File: src/nmd_regs.svh
// register map, field positions and timing counts for the diagnostics block
`ifndef NMD_REGS_SVH
`define NMD_REGS_SVH
`define NMD_CLK_NS 100
`define NMD_TICK_NS 1000000
`define NMD_TICK_CYC (`NMD_TICK_NS / `NMD_CLK_NS)
`define NMD_ADDR_CTRL 8'h00
`define NMD_ADDR_RUNG 8'h04
`define NMD_ADDR_DIAG 8'h08
`define NMD_CTRL_LCHK 0
`define NMD_CTRL_INIT 1
`define NMD_RS_CONT 21
`define NMD_RS_SENT 16
`define NMD_RS_DONE 15
`define NMD_RS_RUN 14
`define NMD_RS_ERR_W 14
`define NMD_ERR_MAX 14'h3E80
`define NMD_ERR_ADDR 14'h0003
`define NMD_ERR_OPER 14'h0005
`define NMD_ERR_PROT 14'h0007
`define NMD_ERR_RDONLY 14'h0009
`define NMD_ERR_LINK 14'h000D
`define NMD_ERR_OVFL 14'h000F
`define NMD_ERR_INACT 14'h0011
`define NMD_ERR_COUNT 14'h0013
`define NMD_ERR_FENCE 14'h0017
`define NMD_ERR_ROUTE 14'h001D
`define NMD_FLT_PROM 3'h1
`define NMD_FLT_DRAM 3'h2
`define NMD_FLT_SER 3'h3
`define NMD_FLT_NET 3'h4
`define NMD_SW_TEST_BIT 6
`define NMD_LCHK_MS 11'h7D0
`define NMD_POST_MS 17'h007D0
`define NMD_POST_STEP_MS 10'h0FA
`define NMD_FL_SLOT_MS 10'h1F4
`define NMD_FL_ON_MS 10'h0FA
`define NMD_FL_PAUSE 3'h2
`define NMD_EXT_PAIR_MS 10'h2EE
`define NMD_EXT_NET_MS 11'h753
`define NMD_EXT_NET_AT 17'h124F8
`define NMD_EXT_ALL_MS 17'h15F90
`endif

File: src/nmd_pkg.sv
// types shared by the diagnostics block
`default_nettype none
package nmd_pkg;
  typedef enum logic [2:0] {ST_SYNC, ST_POST, ST_RUN, ST_EXT, ST_FAULT} nmd_state_e;
  typedef logic [16:0] nmd_ms_t;
endpackage
`default_nettype wire

File: src/nmd_diag.sv
// network module diagnostics: indicators, link check, self test, rung status
// Operation
// - light port transmit indicator while sending
// - light port receive indicator while receiving
// - link check every two seconds per port
// - issue link check only when port idle
// - send inquiry, attached device replies
// - inquiry runs without user program
// - power-up self test flashes network indicators
// - indicators off after pass, then operate
// - fault halts start-up, flash code forever
// - flash count encodes the fault source
// - extended test alternates port pairs, errors flash
// - network toggles four times, repeat cycle
// - extended test error gives flash code
// - result 1 to 16000 is error code
// - access error codes as listed
// - link error codes as listed
// - set sent bit, then done bit
// - continuity, remote run and error fields
// - rung opened clears its status
`include "nmd_regs.svh"
`default_nettype none
module nmd_diag #(
  parameter int TICK_CYC = `NMD_TICK_CYC
) (
  // clock and reset
  input wire logic pclk,
  input wire logic presetn,
  // apb slave
  input wire logic psel,
  input wire logic penable,
  input wire logic pwrite,
  input wire logic [7:0] paddr,
  input wire logic [31:0] pwdata,
  output logic [31:0] prdata,
  output logic pready,
  output logic pslverr,
  // serial port activity
  input wire logic [1:0] port_busy,
  input wire logic [1:0] port_tx_active,
  input wire logic [1:0] port_rx_active,
  output logic [1:0] inquiry_req,
  // network port activity
  input wire logic net_activity,
  input wire logic net_rx_error,
  input wire logic net_tx_error,
  // self test
  input wire logic [7:0] port1_switch_group,
  input wire logic [2:0] st_fault_code,
  // communication rung events
  input wire logic rung_sent,
  input wire logic rung_done,
  input wire logic rung_remote_run,
  input wire logic rung_err_valid,
  input wire logic [13:0] rung_err_code,
  // indicators
  output logic port0_receive_indicator,
  output logic port0_transmit_indicator,
  output logic port1_receive_indicator,
  output logic port1_transmit_indicator,
  output logic net_rx_led,
  output logic net_tx_led,
  output logic network_led
);
  nmd_pkg::nmd_state_e state_ff, nxt_state;
  logic [31:0] tick_cnt_ff;
  logic tick_ff;
  logic [2:0] sw_sync_ff;
  logic [1:0] sync_cnt_ff;
  logic ext_sel_ff;
  logic [1:0] ctrl_ff;
  logic [31:0] rung_ff, nxt_rung;
  logic [2:0] fault_ff;
  nmd_pkg::nmd_ms_t ms_ff;
  logic [10:0] sub_ff;
  logic half_ff;
  logic [2:0] fl_idx_ff;
  logic [1:0] inq_ff;
  logic [3:0] port_led_ff;
  logic net_rx_ff, net_tx_ff, net_led_ff;
  logic [31:0] prdata_ff;
  logic pready_ff, pslverr_ff;
  // switch value trusted only once the pin has filled all three stages
  wire sw_ready = (sync_cnt_ff == 2'h3) && (sw_sync_ff[1] == sw_sync_ff[2]);

  // apb decode
  wire apb_acc = psel & penable & ~pready_ff;
  wire apb_done = psel & penable & pready_ff;
  wire sel_ctrl = (paddr == `NMD_ADDR_CTRL);
  wire sel_rung = (paddr == `NMD_ADDR_RUNG);
  wire sel_diag = (paddr == `NMD_ADDR_DIAG);
  wire addr_ok = sel_ctrl | sel_rung | sel_diag;
  wire ctrl_wr = apb_done & pwrite & sel_ctrl;
  wire [31:0] diag_word = {23'h000000, ext_sel_ff, 1'b0, fault_ff, 1'b0, state_ff};
  wire [31:0] rd_mux = sel_ctrl ? {30'h00000000, ctrl_ff} :
                       sel_rung ? rung_ff :
                       sel_diag ? diag_word : 32'h00000000;

  // registered apb answer, one wait state
  always_ff @(posedge pclk or negedge presetn)
  begin
    if (!presetn)
    begin
      pready_ff <= 1'b0;
      pslverr_ff <= 1'b0;
      prdata_ff <= 32'h00000000;
    end
    else
    begin
      pready_ff <= apb_acc;
      pslverr_ff <= apb_acc & ~addr_ok;
      prdata_ff <= (apb_acc & ~pwrite) ? rd_mux : 32'h00000000;
    end
  end

  // control register: link check enable and rung initiating contact
  always_ff @(posedge pclk or negedge presetn)
  begin
    if (!presetn)
      ctrl_ff <= 2'h0;
    else if (ctrl_wr)
      ctrl_ff <= pwdata[1:0];
  end

  wire lchk_en = ctrl_ff[`NMD_CTRL_LCHK];
  wire rung_init = ctrl_ff[`NMD_CTRL_INIT];

  // millisecond tick divider
  always_ff @(posedge pclk or negedge presetn)
  begin
    if (!presetn)
    begin
      tick_cnt_ff <= 32'h00000000;
      tick_ff <= 1'b0;
    end
    else
    begin
      tick_ff <= (tick_cnt_ff == 32'(TICK_CYC - 1));
      tick_cnt_ff <= (tick_cnt_ff == 32'(TICK_CYC - 1)) ? 32'h00000000 : tick_cnt_ff + 32'h1;
    end
  end

  // test switch synchroniser, caught once after release
  always_ff @(posedge pclk or negedge presetn)
  begin
    if (!presetn)
    begin
      sw_sync_ff <= 3'h7;
      sync_cnt_ff <= 2'h0;
      ext_sel_ff <= 1'b0;
    end
    else
    begin
      sw_sync_ff <= {sw_sync_ff[1:0], port1_switch_group[`NMD_SW_TEST_BIT]};
      if (sync_cnt_ff != 2'h3)
        sync_cnt_ff <= sync_cnt_ff + 2'h1;
      if (state_ff == nmd_pkg::ST_SYNC && sw_ready)
        ext_sel_ff <= ~sw_sync_ff[2];
    end
  end

  // rung status word
  wire err_ok = rung_err_valid && rung_err_code != 14'h0000 && rung_err_code <= `NMD_ERR_MAX;
  always_comb
  begin
    nxt_rung = rung_ff;
    if (!rung_init)
      nxt_rung = 32'h00000000;
    else
    begin
      nxt_rung[`NMD_RS_CONT] = 1'b1;
      nxt_rung[`NMD_RS_RUN] = rung_remote_run;
      if (rung_sent)
        nxt_rung[`NMD_RS_SENT] = 1'b1;
      if (rung_done)
        nxt_rung[`NMD_RS_DONE] = 1'b1;
      if (err_ok)
        nxt_rung[`NMD_RS_ERR_W-1:0] = rung_err_code;
    end
  end

  always_ff @(posedge pclk or negedge presetn)
  begin
    if (!presetn)
      rung_ff <= 32'h00000000;
    else
      rung_ff <= nxt_rung;
  end

  // sequence timing terms
  wire ext_st = (state_ff == nmd_pkg::ST_EXT);
  wire post_end = (state_ff == nmd_pkg::ST_POST) && (ms_ff == `NMD_POST_MS - 17'h1);
  wire ext_wrap = ext_st && (ms_ff == `NMD_EXT_ALL_MS - 17'h1);
  wire ext_net = (ms_ff >= `NMD_EXT_NET_AT);
  wire [10:0] sub_lim = (state_ff == nmd_pkg::ST_POST) ? {1'b0, `NMD_POST_STEP_MS} :
                        (state_ff == nmd_pkg::ST_FAULT) ? {1'b0, `NMD_FL_SLOT_MS} :
                        ext_net ? `NMD_EXT_NET_MS : {1'b0, `NMD_EXT_PAIR_MS};
  wire sub_end = (sub_ff == sub_lim - 11'h1);
  wire fault_seen = (st_fault_code != 3'h0);

  // start-up and test state machine
  always_comb
  begin
    nxt_state = state_ff;
    unique case (state_ff)
      nmd_pkg::ST_SYNC:
        if (sw_ready)
          nxt_state = ~sw_sync_ff[2] ? nmd_pkg::ST_EXT : nmd_pkg::ST_POST;
      nmd_pkg::ST_POST:
        if (fault_seen)
          nxt_state = nmd_pkg::ST_FAULT;
        else if (tick_ff && post_end)
          nxt_state = nmd_pkg::ST_RUN;
      nmd_pkg::ST_EXT:
        if (fault_seen)
          nxt_state = nmd_pkg::ST_FAULT;
      nmd_pkg::ST_RUN:
        nxt_state = nmd_pkg::ST_RUN;
      nmd_pkg::ST_FAULT:
        nxt_state = nmd_pkg::ST_FAULT;
      default:
        nxt_state = nmd_pkg::ST_FAULT;
    endcase
  end

  // state, fault code and sequence counters
  always_ff @(posedge pclk or negedge presetn)
  begin
    if (!presetn)
    begin
      state_ff <= nmd_pkg::ST_SYNC;
      fault_ff <= 3'h0;
      ms_ff <= 17'h0;
      sub_ff <= 11'h0;
      half_ff <= 1'b0;
      fl_idx_ff <= 3'h0;
    end
    else
    begin
      state_ff <= nxt_state;
      if (nxt_state == nmd_pkg::ST_FAULT && state_ff != nmd_pkg::ST_FAULT)
      begin
        fault_ff <= st_fault_code;
        sub_ff <= 11'h0;
        fl_idx_ff <= 3'h0;
      end
      else if (state_ff == nmd_pkg::ST_SYNC)
      begin
        ms_ff <= 17'h0;
        sub_ff <= 11'h0;
        half_ff <= 1'b0;
      end
      else if (tick_ff)
      begin
        ms_ff <= (ext_wrap || post_end) ? 17'h0 : ms_ff + 17'h1;
        sub_ff <= (sub_end || (ext_st && ms_ff == `NMD_EXT_NET_AT - 17'h1) || ext_wrap) ?
                  11'h0 : sub_ff + 11'h1;
        if (sub_end)
          half_ff <= ~half_ff;
        if (ext_wrap)
          half_ff <= 1'b0;
        if (sub_end && state_ff == nmd_pkg::ST_FAULT)
          fl_idx_ff <= (fl_idx_ff == fault_ff + `NMD_FL_PAUSE - 3'h1) ? 3'h0 : fl_idx_ff + 3'h1;
      end
    end
  end

  // flash code: n short joint flashes then a pause
  wire flash_on = (fl_idx_ff < fault_ff) && (sub_ff < {1'b0, `NMD_FL_ON_MS});
  wire run_st = (state_ff == nmd_pkg::ST_RUN);

  // link check per serial port
  genvar gp;
  generate
    for (gp = 0; gp < 2; gp++)
    begin : g_port
      logic [10:0] lchk_ms_ff;
      wire lchk_due = (lchk_ms_ff >= `NMD_LCHK_MS);
      wire port_idle = ~port_busy[gp] & ~port_tx_active[gp] & ~port_rx_active[gp];
      wire fire = run_st & lchk_en & lchk_due & port_idle & ~inq_ff[gp];
      always_ff @(posedge pclk or negedge presetn)
      begin
        if (!presetn)
        begin
          lchk_ms_ff <= 11'h0;
          inq_ff[gp] <= 1'b0;
        end
        else
        begin
          inq_ff[gp] <= fire;
          if (fire || !lchk_en)
            lchk_ms_ff <= 11'h0;
          else if (tick_ff && !lchk_due)
            lchk_ms_ff <= lchk_ms_ff + 11'h1;
        end
      end
    end
  endgenerate

  // indicator drive per state
  always_ff @(posedge pclk or negedge presetn)
  begin
    if (!presetn)
    begin
      port_led_ff <= 4'h0;
      net_rx_ff <= 1'b0;
      net_tx_ff <= 1'b0;
      net_led_ff <= 1'b0;
    end
    else
    begin
      unique case (state_ff)
        nmd_pkg::ST_RUN:
        begin
          port_led_ff <= {port_tx_active[1] | inq_ff[1], port_rx_active[1],
                          port_tx_active[0] | inq_ff[0], port_rx_active[0]};
          net_rx_ff <= net_rx_error;
          net_tx_ff <= net_tx_error;
          net_led_ff <= net_activity;
        end
        nmd_pkg::ST_POST:
        begin
          port_led_ff <= 4'h0;
          net_rx_ff <= half_ff;
          net_tx_ff <= ~half_ff;
          net_led_ff <= 1'b0;
        end
        nmd_pkg::ST_EXT:
        begin
          port_led_ff <= ext_net ? 4'h0 : (half_ff ? 4'h3 : 4'hC);
          net_rx_ff <= half_ff;
          net_tx_ff <= half_ff;
          net_led_ff <= ext_net & half_ff;
        end
        nmd_pkg::ST_FAULT:
        begin
          port_led_ff <= 4'h0;
          net_rx_ff <= flash_on;
          net_tx_ff <= flash_on;
          net_led_ff <= 1'b0;
        end
        default:
        begin
          port_led_ff <= 4'h0;
          net_rx_ff <= 1'b0;
          net_tx_ff <= 1'b0;
          net_led_ff <= 1'b0;
        end
      endcase
    end
  end

  // outputs straight from flops
  assign prdata = prdata_ff;
  assign pready = pready_ff;
  assign pslverr = pslverr_ff;
  assign inquiry_req = inq_ff;
  assign port0_receive_indicator = port_led_ff[0];
  assign port0_transmit_indicator = port_led_ff[1];
  assign port1_receive_indicator = port_led_ff[2];
  assign port1_transmit_indicator = port_led_ff[3];
  assign net_rx_led = net_rx_ff;
  assign net_tx_led = net_tx_ff;
  assign network_led = net_led_ff;
endmodule
`default_nettype wire

File: config.mk
export PLATFORM = sky130hd
export DESIGN_NAME = nmd_diag
export DESIGN_NICKNAME = d
export VERILOG_FILES = /design/src/nmd_pkg.sv /design/src/nmd_diag.sv
export VERILOG_INCLUDE_DIRS = /design/src /design/src/src
export SDC_FILE = /design/constraint.sdc
export NUM_CORES = 1
export LEC_CHECK = 0
export ABC_CLOCK_PERIOD_IN_PS = 3200
export BUFFER_PORTS_ARGS = -buffer_cell sky130_fd_sc_hd__buf_2
export CORE_MARGIN = 3
export CORE_UTILIZATION = 53
export CTS_BUF_LIST = sky130_fd_sc_hd__clkbuf_8
export DETAILED_ROUTE_END_ITERATION = 7
export PLACE_DENSITY = 0.79
export SLEW_MARGIN = 20
export SYNTH_ARGS = -nofsm -noshare
export SYNTH_HDL_FRONTEND = slang
export SYNTH_SLANG_ARGS = --single-unit
File: constraint.sdc
create_clock -name pclk -period 3.2 [get_ports pclk]
set_input_delay 0.16 -clock pclk [delete_from_list [all_inputs] [get_ports pclk]]
set_output_delay 0.16 -clock pclk [all_outputs]
set_load 0.02 [all_outputs]
Word-level counts from Yosys, hierarchy flattened
Cells that the tools add are included.
Widths: inputs -> output; s select.

storage, ports and cells
  word-level logic and storage cells = 182
  register bits after elaboration = 152
  input bits = 83
  output and inout port bits = 43

operators by class
  bitwise operators = 37
  eq/ne operators = 21
  $add $sub $neg = 10
  mux-type cells = 45
  order comparisons = 6
  reduce and logical (&&, ||, !) cells = 36

operators with widths
  kind                   number
  $mux 11                11
  $mux 17                4
  $mux 22                3
  $eq 17x17->1 const B   2
  $add 11x1->11 const B  3
  $add 32x1->32 const B  1
  $eq 32x14->1 const B   1
  $mux 32                1
  $mux 3                 9
  $ge 11x11->1 const B   2
  $and 1x1->1            19
  $add 17x1->17 const B  1
  $eq 17x11->1 const B   1
  $ge 17x17->1 const B   1
  $le 14x14->1 const B   1
  $mux 14                1
  $not 1->1              14
  $reduce_bool 14->1     1
  $logic_and 1x1->1      13
  $pmux 3 s4             1
  $eq 11x11->1           1
  $lt 11x8->1 const B    1
  $sub 11x1->11 const B  1
  $reduce_bool 2->1      5
  other kinds (33)       57

Longest topological paths before layout
Gate-level depths: netlist of the first run.

  word-level depth = 12
  gate-level depth with buffers = 16
  gate-level depth less buffers = 13

Least setup slack after synthesis of the first run
Ideal clock, no wire load.

  kind = register to register
  from = register ms_ff[9]
  to = register sub_ff[0]
  arrival time = 3.054 ns
  stages on the path, launching flop included = 15
  required time = 3.075 ns
  slack = 0.021 ns
  path buffers = 1
  path through = dfrtp_1 a211o_1 a211oi_2 o22ai_2 nand2_1 ha_1 xor2_1 o211a_2 o211a_1 nor3_1 o32ai_2 o311ai_1 buf_2 and2_1 mux2_2

between the ends
  longest elaborated chain between the ends = 12
  elaborated cells on any way between the ends = 25

RTL lines
  element                         line             RTL
  from (decl)                     nmd_diag.sv:75   nmd_pkg::nmd_ms_t ms_ff;
  from (signal assigned)          nmd_diag.sv:256  ms_ff <= (ext_wrap || post_end) ? 17'h0 : ms_ff + 17'h1;
  $ge 17x17->1 (no source line)   n/a
  $mux 11                         nmd_diag.sv:198  ext_net ? `NMD_EXT_NET_MS : {1'b0, `NMD_EXT_PAIR_MS};
  $mux 11                         nmd_diag.sv:197  (state_ff == nmd_pkg::ST_FAULT) ? {1'b0, `NMD_FL_SLOT_MS} :
  $mux 11                         nmd_diag.sv:196  wire [10:0] sub_lim = (state_ff == nmd_pkg::ST_POST) ? {1'b0, `NMD_POST_STEP_MS} :
  $sub 11x1->11                   nmd_diag.sv:199  wire sub_end = (sub_ff == sub_lim - 11'h1);
  $eq 11x11->1                    nmd_diag.sv:199
  $logic_or 1x1->1 (2 in series)  nmd_diag.sv:257  sub_ff <= (sub_end || (ext_st && ms_ff == `NMD_EXT_NET_AT - 17'h1) || ext_wrap) ?
  $mux 11                         nmd_diag.sv:257
  $mux 11                         nmd_diag.sv:254  else if (tick_ff)
  $mux 11                         nmd_diag.sv:248  else if (state_ff == nmd_pkg::ST_SYNC)
  $mux 11                         nmd_diag.sv:242  if (nxt_state == nmd_pkg::ST_FAULT && state_ff != nmd_pkg::ST_FAULT)
  to (signal assigned)            nmd_diag.sv:257
  to (decl)                       nmd_diag.sv:76   logic [10:0] sub_ff;

Several ways; a longest one is shown, not always the timed one. The select of a mux whose other input is x is not followed.
A chain may end at the register's enable or synchronous reset.

Worst setup path in the final report of the first run
  from = register ms_ff[9]
  to = register fl_idx_ff[0]

between the ends
  longest elaborated chain between the ends = 10
  elaborated cells on any way between the ends = 20

RTL lines
  element                                                                line             RTL
  parallel branches: the longest is 10 deep, another holds $ge 17x17->1  n/a
  to (signal assigned)                                                   nmd_diag.sv:264  fl_idx_ff <= (fl_idx_ff == fault_ff + `NMD_FL_PAUSE - 3'h1) ? 3'h0 : fl_idx_ff + 3'h1;
  to (decl)                                                              nmd_diag.sv:78   logic [2:0] fl_idx_ff;

Several ways; the timed one is not identified.

==> flow_summary_export.csv, run 1 <==
group,metric,value,unit
timing,slew_headroom,15.9,%
drt,drt-total-wl,16.5,mm
timing,timing.fmax,0.311,GHz
worst_setup_path,crit_required,3580,ps
global_route,grt_pass1_wl,27.0,mm
timing,fin_crit_sh,100,%
pwr,seqPwrFrac,52.8,%
cts,root_buffer,"clkbuf_8",
run,maxCapViolCount,0,
global_route,grt.total_usage,22.5,%
worst_setup_path,crit_start,"ms_ff[9]",
timing,setup-tns-final,-11.7,ps
global_route,antenna_found_initial,0,
logic_synthesis,synth_cell_types,59,
layout,drive_gt1_share,19.2,%
timing,slew_violations,0,
pwr,power.switching,1.08,mW
cts,cts.clk_slew.worst_paths,90,ps
layout,fillers,1066,
pwr,power_density,423,nW/µm²
drt,dr.first_iter.drc_count,492,
layout,n_antenna_cell,0,
layout,area_growth,19.8,%
worst_setup_path,cp_top_family,"compound AO/OA/AOI/OAI gates",
worst_setup_path,crit_path_cell_trace,"a211o_1 -> a211oi_2 -> o22ai_2 -> nand2_1 -> ha_2 -> xor2_2 -> o211a_2 -> o211a_1 -> nor3_2 -> o32ai_2 -> o311ai_2 -> or4_1 -> a21oi_1",
status,outcome,"finished with violations",
pwr,pwr-share-comb,10.4,%
drt,vias,5909,
worst_setup_path,path_depth,13,
drt,drtAntennaViolNets,0,
worst_setup_path,r2r-start,"ms_ff[9]",
logic_synthesis,avgSynthCellArea,9.93,µm²
drt,firstDrtPassIters,6,
cts,cts.path.max_buffers,2,
cts,cts_made_buffers,17,
worst_setup_path,worstRegToRegCells,13,
worst_setup_path,worst_path_max_delay_cell,"or4_1",
worst_setup_path,reg2reg_to,"fl_idx_ff[0]",
die,chipHeight,124,µm
cts,cts.htree.levels,4,
logic_synthesis,ys_seq_elements,148,
layout,layout.nets,970,
global_route,grt_pass1_vias,5620,
logic_synthesis,syn_area,7380,µm²
cts,worstSkewPairLatency,460,ps
layout,fin_area,8840,µm²
timing,min_period,3210,ps
logic_synthesis,netlist_instances,743,
timing,fin_skew,15.3,ps
timing,setup_slack,-11.7,ps
cts,cts_tree,"built",
global_route,overflow,0,
placement,portBuffers,74,
hold_path,hp-class,"in2reg",
drt,viasPerCell,5.57,
placement,place_congestion,0.850,
die,core,13500,µm²
worst_setup_path,reg2reg_slack,-10,ps
status,violations,"setup timing",
hold_path,whs_path_depth,3,
worst_setup_path,critPathMaxFanout,3,
placement,pre_cts_ws,-73.9,ps
die,row_count,42,
worst_setup_path,cp.arrival,3590,ps
timing,worst_slew_pin_slew,1260,ps
pwr,switching_share,29.0,%
die,boundaryPins,126,
pwr,p_leak,4.04,nW
global_route,grt_max_degree,89,
placement,dpl_cell_area,8070,µm²
die,die_area,15400,µm²
pwr,pwr-share-clk,36.7,%
logic_synthesis,async_reset_ff_share,100,%
pwr,total_power,3.74,mW
logic_synthesis,ys.flop_type,"dfrtp_1",
drt,wl_per_cell,15.5,µm
timing,setup_violations,1,
logic_synthesis,ys_seq_area_share,50.3,%
die,initial_core_util,54.8,%
placement,hpwlAfterDp,11.0,mm
die,dieWidth,124,µm
worst_setup_path,crit_buf_inv,0,
worst_setup_path,endpoint_kind,"flop",
pwr,p_int,2.65,mW
logic_synthesis,synth_edf_count,0,
worst_setup_path,endpoint,"fl_idx_ff[0]",
timing,rsz0062_at_grt,"true",
worst_setup_path,start_kind,"flop",
cts,cts_num_sinks,148,
drt,drc,0,
logic_synthesis,yosys_warnings,0,
worst_setup_path,slowest_delay,520,ps
worst_setup_path,critPathKind,"reg2reg",
timing,finalHoldViolations,0,
pwr,peakVddDrop,0.330,mV
metal layers:
layer	track usage (%)	share of wire, %
met1	30.3	44
met3	4.36	4.7
met2	35.8	49
met5	0	0
met4	9.58	2.7
area by class of cell:
cell class	count	area, µm²	area share (%)
flip-flops and latches	148	3710	41.9
multi-input cells	546	3510	39.7
repair buffers	139	957	10.8
clock buffers	17	234	2.65
well taps	176	220	2.49
clock inverters	15	139	1.57
inverters	20	75.1	0.849
what timing repair did:
action | in CTS | in global routing
buffers inserted | 1 | 3
hold buffers | 29 | 0
pin swaps | 3 | 8
hold endpoints to repair | 115 | 0
gates cloned | 0 | 0
setup endpoints to repair | 12 | 25
resized for setup | 2 | 10
synthesized netlist by cell type, drive strengths merged (19+ instances only):
library cell	count	area share, %
mux2i	24	3.3
nor2	70	3.6
a21oi	20	1.4
buf	23	2.0
dfrtp	145	49
inv	20	1.0
o21ai	34	2.3
nand4	24	2.0
nand3	35	2.4
xor2	29	3.4
xnor2	30	3.6
clkbuf	19	0.97
nor2b	25	2.1
nand2	68	3.5
worst reg2reg max path, cell delays in order (launching register included):
cell and delay [ps]:
dfrtp_1 380, a211o_1 300, a211oi_2 280, o22ai_2 110
nand2_1 100, ha_2 210, xor2_2 190, o211a_2 210
o211a_1 190, nor3_2 60, o32ai_2 260, o311ai_2 180
or4_1 520, a21oi_1 150
stage by stage:
stage | std cells | hold slack [ps] | utilization [%]
2_1_floorplan | 756 | -136 | -
3_3_place_gp | 996 | 272 | 60.0
3_5_place_dp | 996 | 268 | 60.0
4_1_cts | 1058 | 1.94 | 65.1
5_1_grt | 1061 | 24.1 | 65.7
6_report | 1061 | 32.8 | 65.7
sequential cells by signal, indices dropped and copies added (netlist names), 2 cells and up:
register and count:
tick_cnt_ff 32, g_port.lchk_ms_ff 22, ms_ff 17, port_led_ff 4, fl_idx_ff 3, sub_ff 11
rung_ff 18, prdata 18, inquiry_req 2, fault_ff 3, sync_cnt_ff 2, state_ff 3
ctrl_ff 2, sw_sync_ff 3
cells by family after synthesis:
| group | share of synthesized area [%] |
|---|---|
| compound gates | 9.79 |
| xor+xnor | 7.00 |
| fa+ha+maj | 2.68 |
| buf+inv | 3.99 |
| flops | 50.3 |
| mux | 3.87 |
| other cells | 0.0508 |
| simple gates | 22.4 |
worst min path at each step:
stage / slack [ps] / endpoint / startpoint
floorplan: -140 / ctrl_ff[0] / presetn
global placement: 270 / prdata[14] / presetn
detailed placement: 270 / sw_sync_ff[0] / port1_switch_group[6]
CTS: 2 / rung_ff[1] / rung_err_code[1]
global route: 20 / rung_ff[1] / rung_err_code[1]
finish: 30 / port_led_ff[3] / port_tx_active[1]
power groups by stage:
stage / logic, mW / registers [mW] / clock network [mW]
3_5_place_dp: 0.351 / 2.01 / 0
6_report: 0.390 / 1.97 / 1.37
5_1_grt: 0.441 / 1.98 / 1.49
4_1_cts: 0.382 / 1.97 / 1.41
3_3_place_gp: 0.341 / 2.01 / 0
2_1_floorplan: 0.216 / 2.01 / 0
cell usage in the layout, fill, tap and decap left out, types with 6 or more instances in the layout:
cell           instances
and2_1                14
nand4_1               24
ha_1                  14
xnor2_1               29
nor2b_1               25
mux2i_1               24
conb_1                14
or3_1                  7
nor2_1                70
nand2_1               68
nand3_1               35
nand2b_1               8
inv_1                 20
buf_4                 33
nor4_1                15
and3_1                15
inv_6                  6
o31ai_1                7
clkbuf_8              17
buf_2                 73
a22oi_1                8
nor3_1                10
a21oi_1               18
o21ai_0               29
xor2_1                28
dfrtp_1              145
dlygate4sd3_1         29
(Power assumes the default switching activity.)
==> run 2, diff against run 1 <==
Settings changed: SETUP_SLACK_MARGIN set to 0.4.
==> run 2 against run 1 <==
Against the previous run: the flow still finishes with violations (setup timing); sequential cell count did not move; count of clock-buffer cells in the layout rose by 3; via count fell by 0.69%; clock power rose by 26%; routed wire length rose by 1.4%; worst hold slack got worse by 13 ps; combinational power fell by 2%; setup slack improved by 4.2 ps.
==> flow_summary_export.csv, run 2 (synthesized netlist as in run 1, its figures left out) <==
group,metric,value,unit
worst_setup_path,crit_required,3580,ps
drt,drc,0,
pwr,power_density,459,nW/µm²
run,maxCapViolCount,0,
die,chipHeight,124,µm
hold_path,min_from,"rung_err_code[1]",
layout,largest_register_ffs,32,
pwr,pwr-share-clk,42.2,%
pwr,p_int,3.07,mW
die,die_area,15400,µm²
cts,cts_num_sinks,148,
layout,final_cell_mix,"dfrtp_1, buf_2, nor2_1",
hold_path,hp-class,"in2reg",
pwr,power.switching,1.00,mW
global_route,grt_pass1_vias,5627,
drt,wl_per_cell,15.9,µm
global_route,antenna_found_initial,0,
status,outcome,"finished with violations",
timing,rsz0062_at_grt,"true",
cts,cts.path.max_buffers,2,
layout,mostFrequentLayoutCell,"dfrtp_1",
drt,viasPerCell,5.60,
die,boundaryPins,126,
layout,n_antenna_cell,0,
layout,drive_gt1_share,19.2,%
hold_path,whs_path_depth,3,
drt,firstDrtPassIters,5,
worst_setup_path,critPathKind,"reg2reg",
drt,vias,5868,
worst_setup_path,cp.arrival,3590,ps
timing,setup_violations,1,
pwr,seqPwrFrac,48.5,%
placement,place_congestion,0.804,
pwr,total_power,4.07,mW
worst_setup_path,path_depth,13,
layout,fillers,1049,
pwr,switching_share,24.6,%
placement,pre_cts_ws,24.1,ps
placement,hpwlAfterDp,11.2,mm
worst_setup_path,crit_start,"ms_ff[12]",
global_route,grt_max_degree,97,
cts,root_buffer,"clkbuf_8",
worst_setup_path,crit_path_cell_trace,"a211o_1 -> a211oi_2 -> o22ai_2 -> nand2_2 -> ha_4 -> xor2_2 -> o211a_2 -> o211a_1 -> nor3_2 -> o32ai_4 -> o311ai_4 -> or4_1 -> a21oi_2",
worst_setup_path,cp_top_family,"compound AO/OA/AOI/OAI gates",
timing,slew_violations,0,
layout,multi_input_area,3530,µm²
worst_setup_path,slowest_delay,520,ps
timing,worst_slew_pin_slew,879,ps
layout,layout.nets,957,
pwr,peakVddDrop,0.440,mV
pwr,pwr-share-comb,9.4,%
timing,fin_crit_sh,100,%
layout,ff_latch_area,3710,µm²
timing,slew_headroom,41.4,%
cts,worstSkewPairLatency,460,ps
worst_setup_path,r2r-start,"ms_ff[12]",
die,core,13500,µm²
status,violations,"setup timing",
drt,drt-total-wl,16.7,mm
layout,largest_register,"tick_cnt_ff",
cts,cts_made_buffers,17,
worst_setup_path,worst_path_max_delay_cell,"or4_1",
worst_setup_path,endpoint_kind,"flop",
pwr,p_leak,4.03,nW
global_route,grt.total_usage,22.5,%
timing,timing.fmax,0.312,GHz
timing,setup_slack,-7.49,ps
layout,top_regs,"tick_cnt_ff x32, g_port.lchk_ms_ff x22",
drt,dr.first_iter.drc_count,532,
die,row_count,42,
die,dieWidth,124,µm
cts,cts.htree.levels,4,
die,initial_core_util,54.8,%
global_route,grt_pass1_wl,27.0,mm
worst_setup_path,critPathMaxFanout,4,
timing,finalHoldViolations,0,
timing,min_period,3210,ps
timing,fin_skew,11.9,ps
cts,cts.clk_slew.worst_paths,80,ps
placement,portBuffers,74,
layout,area_growth,20.1,%
drt,drtAntennaViolNets,0,
worst_setup_path,worstRegToRegCells,13,
worst_setup_path,start_kind,"flop",
worst_setup_path,crit_buf_inv,0,
global_route,overflow,0,
cts,cts_tree,"built",
## run 2: worst min-delay path: cells and delay by family
family / cells / cell delay (ps)
buf+inv: 1 / 100
simple gates: 1 / 110
mux: 1 / 60
## run 2: area by class of cell
cell class / count / share of cell area (%)
Timing Repair Buffer: 126 / 9.57
Clock buffer: 20 / 3.11
Tap cell: 176 / 2.49
Sequential cell: 148 / 41.9
Clock inverter: 12 / 2.26
Inverter: 20 / 0.847
Multi-Input combinational cell: 546 / 39.9
## run 2: through the flow
stage	hold WS (ps)	cells	TNS (ps)	area (µm²)	util (%)
after floorplan	-136	756	0	7470	-
after global placement	277	986	0	8040	59.8
after detailed placement	276	986	0	8040	59.8
after CTS	1.75	1045	0	8780	65.3
after global routing	7.65	1048	-726	8860	65.9
final	19.3	1048	-7.49	8860	65.9
## run 2: what timing repair did
item / in CTS / in global routing
setup buffers: 6 / 3
gates cloned: 0 / 0
endpoints found under the setup margin: 14 / 28
gates resized for setup: 2 / 10
hold buffers: 21 / 0
endpoints found under the hold margin: 114 / 0
pin swaps: 2 / 0
## run 2: path summary, 6_finish.rpt
kind | to | slack [ps]
hold / removal | rung_ff[1] | 20
setup reg to reg | fl_idx_ff[0] | -7
max in group asynchronous | sw_sync_ff[1] | 2040
min in group asynchronous | rung_ff[14] | 350
hold reg to reg | sw_sync_ff[1] | 360
setup / recovery | fl_idx_ff[0] | -7
## run 2: power by group through the flow
| stage | combinational (mW) | clock, mW | sequential [mW] |
|---|---|---|---|
| 6_report | 0.382 | 1.72 | 1.97 |
| 5_1_grt | 0.427 | 1.83 | 1.98 |
| 4_1_cts | 0.379 | 1.73 | 1.97 |
| 3_5_place_dp | 0.356 | 0 | 2.01 |
| 3_3_place_gp | 0.343 | 0 | 2.01 |
| 2_1_floorplan | 0.221 | 0 | 2.01 |
## run 2: metal layers
| metal | track usage [%] | part of all wire, % | up-vias |
|---|---|---|---|
| li1 | - | - | 2805 |
| met1 | 30.0 | 44 | 2868 |
| met2 | 36.6 | 49 | 171 |
| met3 | 4.95 | 5.3 | 24 |
| met4 | 7.87 | 1.9 | 0 |
| met5 | 0 | 0 | - |
==> run 3, diff against run 2 <==
--- a/config.mk
+++ b/config.mk
@@ -13,4 +13,5 @@
 export CTS_BUF_LIST = sky130_fd_sc_hd__clkbuf_8
 export DETAILED_ROUTE_END_ITERATION = 7
+export GPL_TIMING_DRIVEN = 0
 export PLACE_DENSITY = 0.79
 export SETUP_SLACK_MARGIN = 0.4
==> constraint.sdc (replaced) <==
create_clock -name pclk -period 3.2 [get_ports pclk]
set_input_delay 0 -clock pclk [delete_from_list [all_inputs] [get_ports pclk]]
set_output_delay 0 -clock pclk [all_outputs]
set_load 0.02 [all_outputs]
==> run 3 against run 2 <==
Against the previous run: the flow still finishes with violations (setup timing); count of clock-buffer cells in the layout fell by 2; first-iteration DRC count fell by 7.7%; power fell by 1.3%; global-route usage rose by 1.1 points; worst hold slack improved by 30 ps; sequential power barely moved; utilization rose by 2.5 points; maximum frequency fell by 2.4%; register-to-register slack got worse by 80 ps; critical path type unchanged; critical endpoint is now sub_ff[0].
==> flow_summary_export.csv, run 3 (synthesized netlist as in run 1, its figures left out) <==
group,metric,value,unit
status,outcome,"finished with violations",
status,violations,"setup timing",
layout,multi_input_area,3580,µm²
layout,largest_register_ffs,32,
pwr,power_density,437,nW/µm²
run,maxCapViolCount,0,
timing,slew_violations,0,
drt,viasPerCell,5.63,
die,dieWidth,124,µm
placement,pre_cts_ws,-226,ps
die,row_count,42,
timing,timing.fmax,0.304,GHz
pwr,p_leak,4.18,nW
timing,slew_headroom,38.9,%
drt,vias,6170,
worst_setup_path,endpoint_kind,"flop",
drt,drtAntennaViolNets,0,
worst_setup_path,start_kind,"flop",
layout,fillers,1034,
worst_setup_path,crit_required,3550,ps
layout,final_cell_mix,"dfrtp_1, buf_2, nor2_1",
cts,cts.path.max_buffers,2,
global_route,antenna_found_initial,0,
pwr,peakVddDrop,0.349,mV
cts,root_buffer,"clkbuf_8",
die,core,13500,µm²
cts,worstSkewPairLatency,450,ps
timing,setup_slack,-87.7,ps
worst_setup_path,critPathKind,"reg2reg",
cts,cts_num_sinks,148,
global_route,grt_pass1_wl,28.5,mm
placement,hpwlAfterDp,11.1,mm
worst_setup_path,cp.arrival,3630,ps
timing,fin_crit_sh,103,%
timing,setup_violations,12,
hold_path,hp-class,"in2async",
layout,drive_gt1_share,20.3,%
cts,cts.clk_slew.worst_paths,90,ps
cts,cts_made_buffers,17,
timing,min_period,3290,ps
timing,rsz0062_at_grt,"true",
pwr,total_power,4.02,mW
layout,area_growth,24.6,%
layout,largest_register,"tick_cnt_ff",
layout,mostFrequentLayoutCell,"dfrtp_1",
global_route,overflow,0,
timing,worst_slew_pin_slew,902,ps
drt,drc,0,
drt,drt-total-wl,17.8,mm
timing,finalHoldViolations,0,
drt,wl_per_cell,16.3,µm
layout,layout.nets,1004,
worst_setup_path,critPathMaxFanout,6,
global_route,grt.total_usage,23.6,%
global_route,grt_max_degree,93,
global_route,grt_pass1_vias,5945,
die,die_area,15400,µm²
die,boundaryPins,126,
cts,cts_tree,"built",
timing,fin_skew,12.1,ps
cts,cts.htree.levels,4,
layout,top_regs,"tick_cnt_ff x32, g_port.lchk_ms_ff x22",
drt,dr.first_iter.drc_count,491,
layout,postLayoutCoreUtil,68.3,%
placement,portBuffers,74,
placement,place_congestion,0.846,
die,initial_core_util,54.8,%
die,chipHeight,124,µm
layout,ff_latch_area,3710,µm²
layout,n_antenna_cell,0,
layout,stdcell_count,1095,
placement,place_inst,1007,
drt,firstDrtPassIters,6,
## run 3: worst paths after layout
check	cells after the start	slack [ps]	endpoint	from
max in group asynchronous	3	2350	ms_ff[11]	presetn
hold / removal	2	50	prdata[14]	presetn
setup / recovery	14	-90	sub_ff[0]	ms_ff[11]
setup reg to reg	14	-90	sub_ff[0]	ms_ff[11]
hold reg to reg	0	360	sw_sync_ff[1]	sw_sync_ff[0]
min in group pclk	4	70	ctrl_ff[1]	pwrite
## run 3: timing repair
action                     CTS  global route
pin swaps                    6            10
gates cloned                 2             0
setup endpoints to repair   28            52
hold buffers                37             0
setup buffers               12             5
hold endpoints to repair   185             0
resized for setup           12            16
## run 3: metrics by stage
stage	hold WS (ps)	instance area, µm²	TNS, ps
5_1_grt	68.1	9190	-3300
3_5_place_dp	-52.2	8100	-2170
2_1_floorplan	-296	7470	0
4_1_cts	48.7	9070	0
6_report	48.8	9190	-629
3_3_place_gp	113	8060	-1920
## run 3: power breakdown
group	switching, mW	total, mW	internal [mW]	leakage, nW
logic	0.239	0.419	0.179	1.96
registers	0.0484	1.97	1.92	2.00
clock network	0.749	1.63	0.880	0.217
## run 3: cell type report
cell class,instances,share of cell area (%)
clock inverter,14,2.18
sequential,148,40.4
timing repair buffer,131,10.0
tap,176,2.40
buffer,42,2.61
clock buffer,18,2.69
inverter,20,0.817
multi-input combinational,546,38.9
## run 3: worst max-delay path, stage by stage, from the launching register on
cell and delay (ps):
dfrtp_2 450, a211o_1 320, a211oi_4 270, o22ai_4 120, nand2_2 110, ha_4 180
xor2_4 160, o211a_2 200, o211a_1 180, nor3_2 50, o32ai_2 330, o311ai_2 180
buf_4 190, and2_4 160, mux2_2 250
## run 3: per-layer routing
metal,GRT usage (%),part of all wire (%),up-vias
met1,30.7,42,3013
met4,8.56,2.1,0
met5,0,0,-
li1,-,-,2919
met3,5.27,5.5,37
met2,38.8,50,201
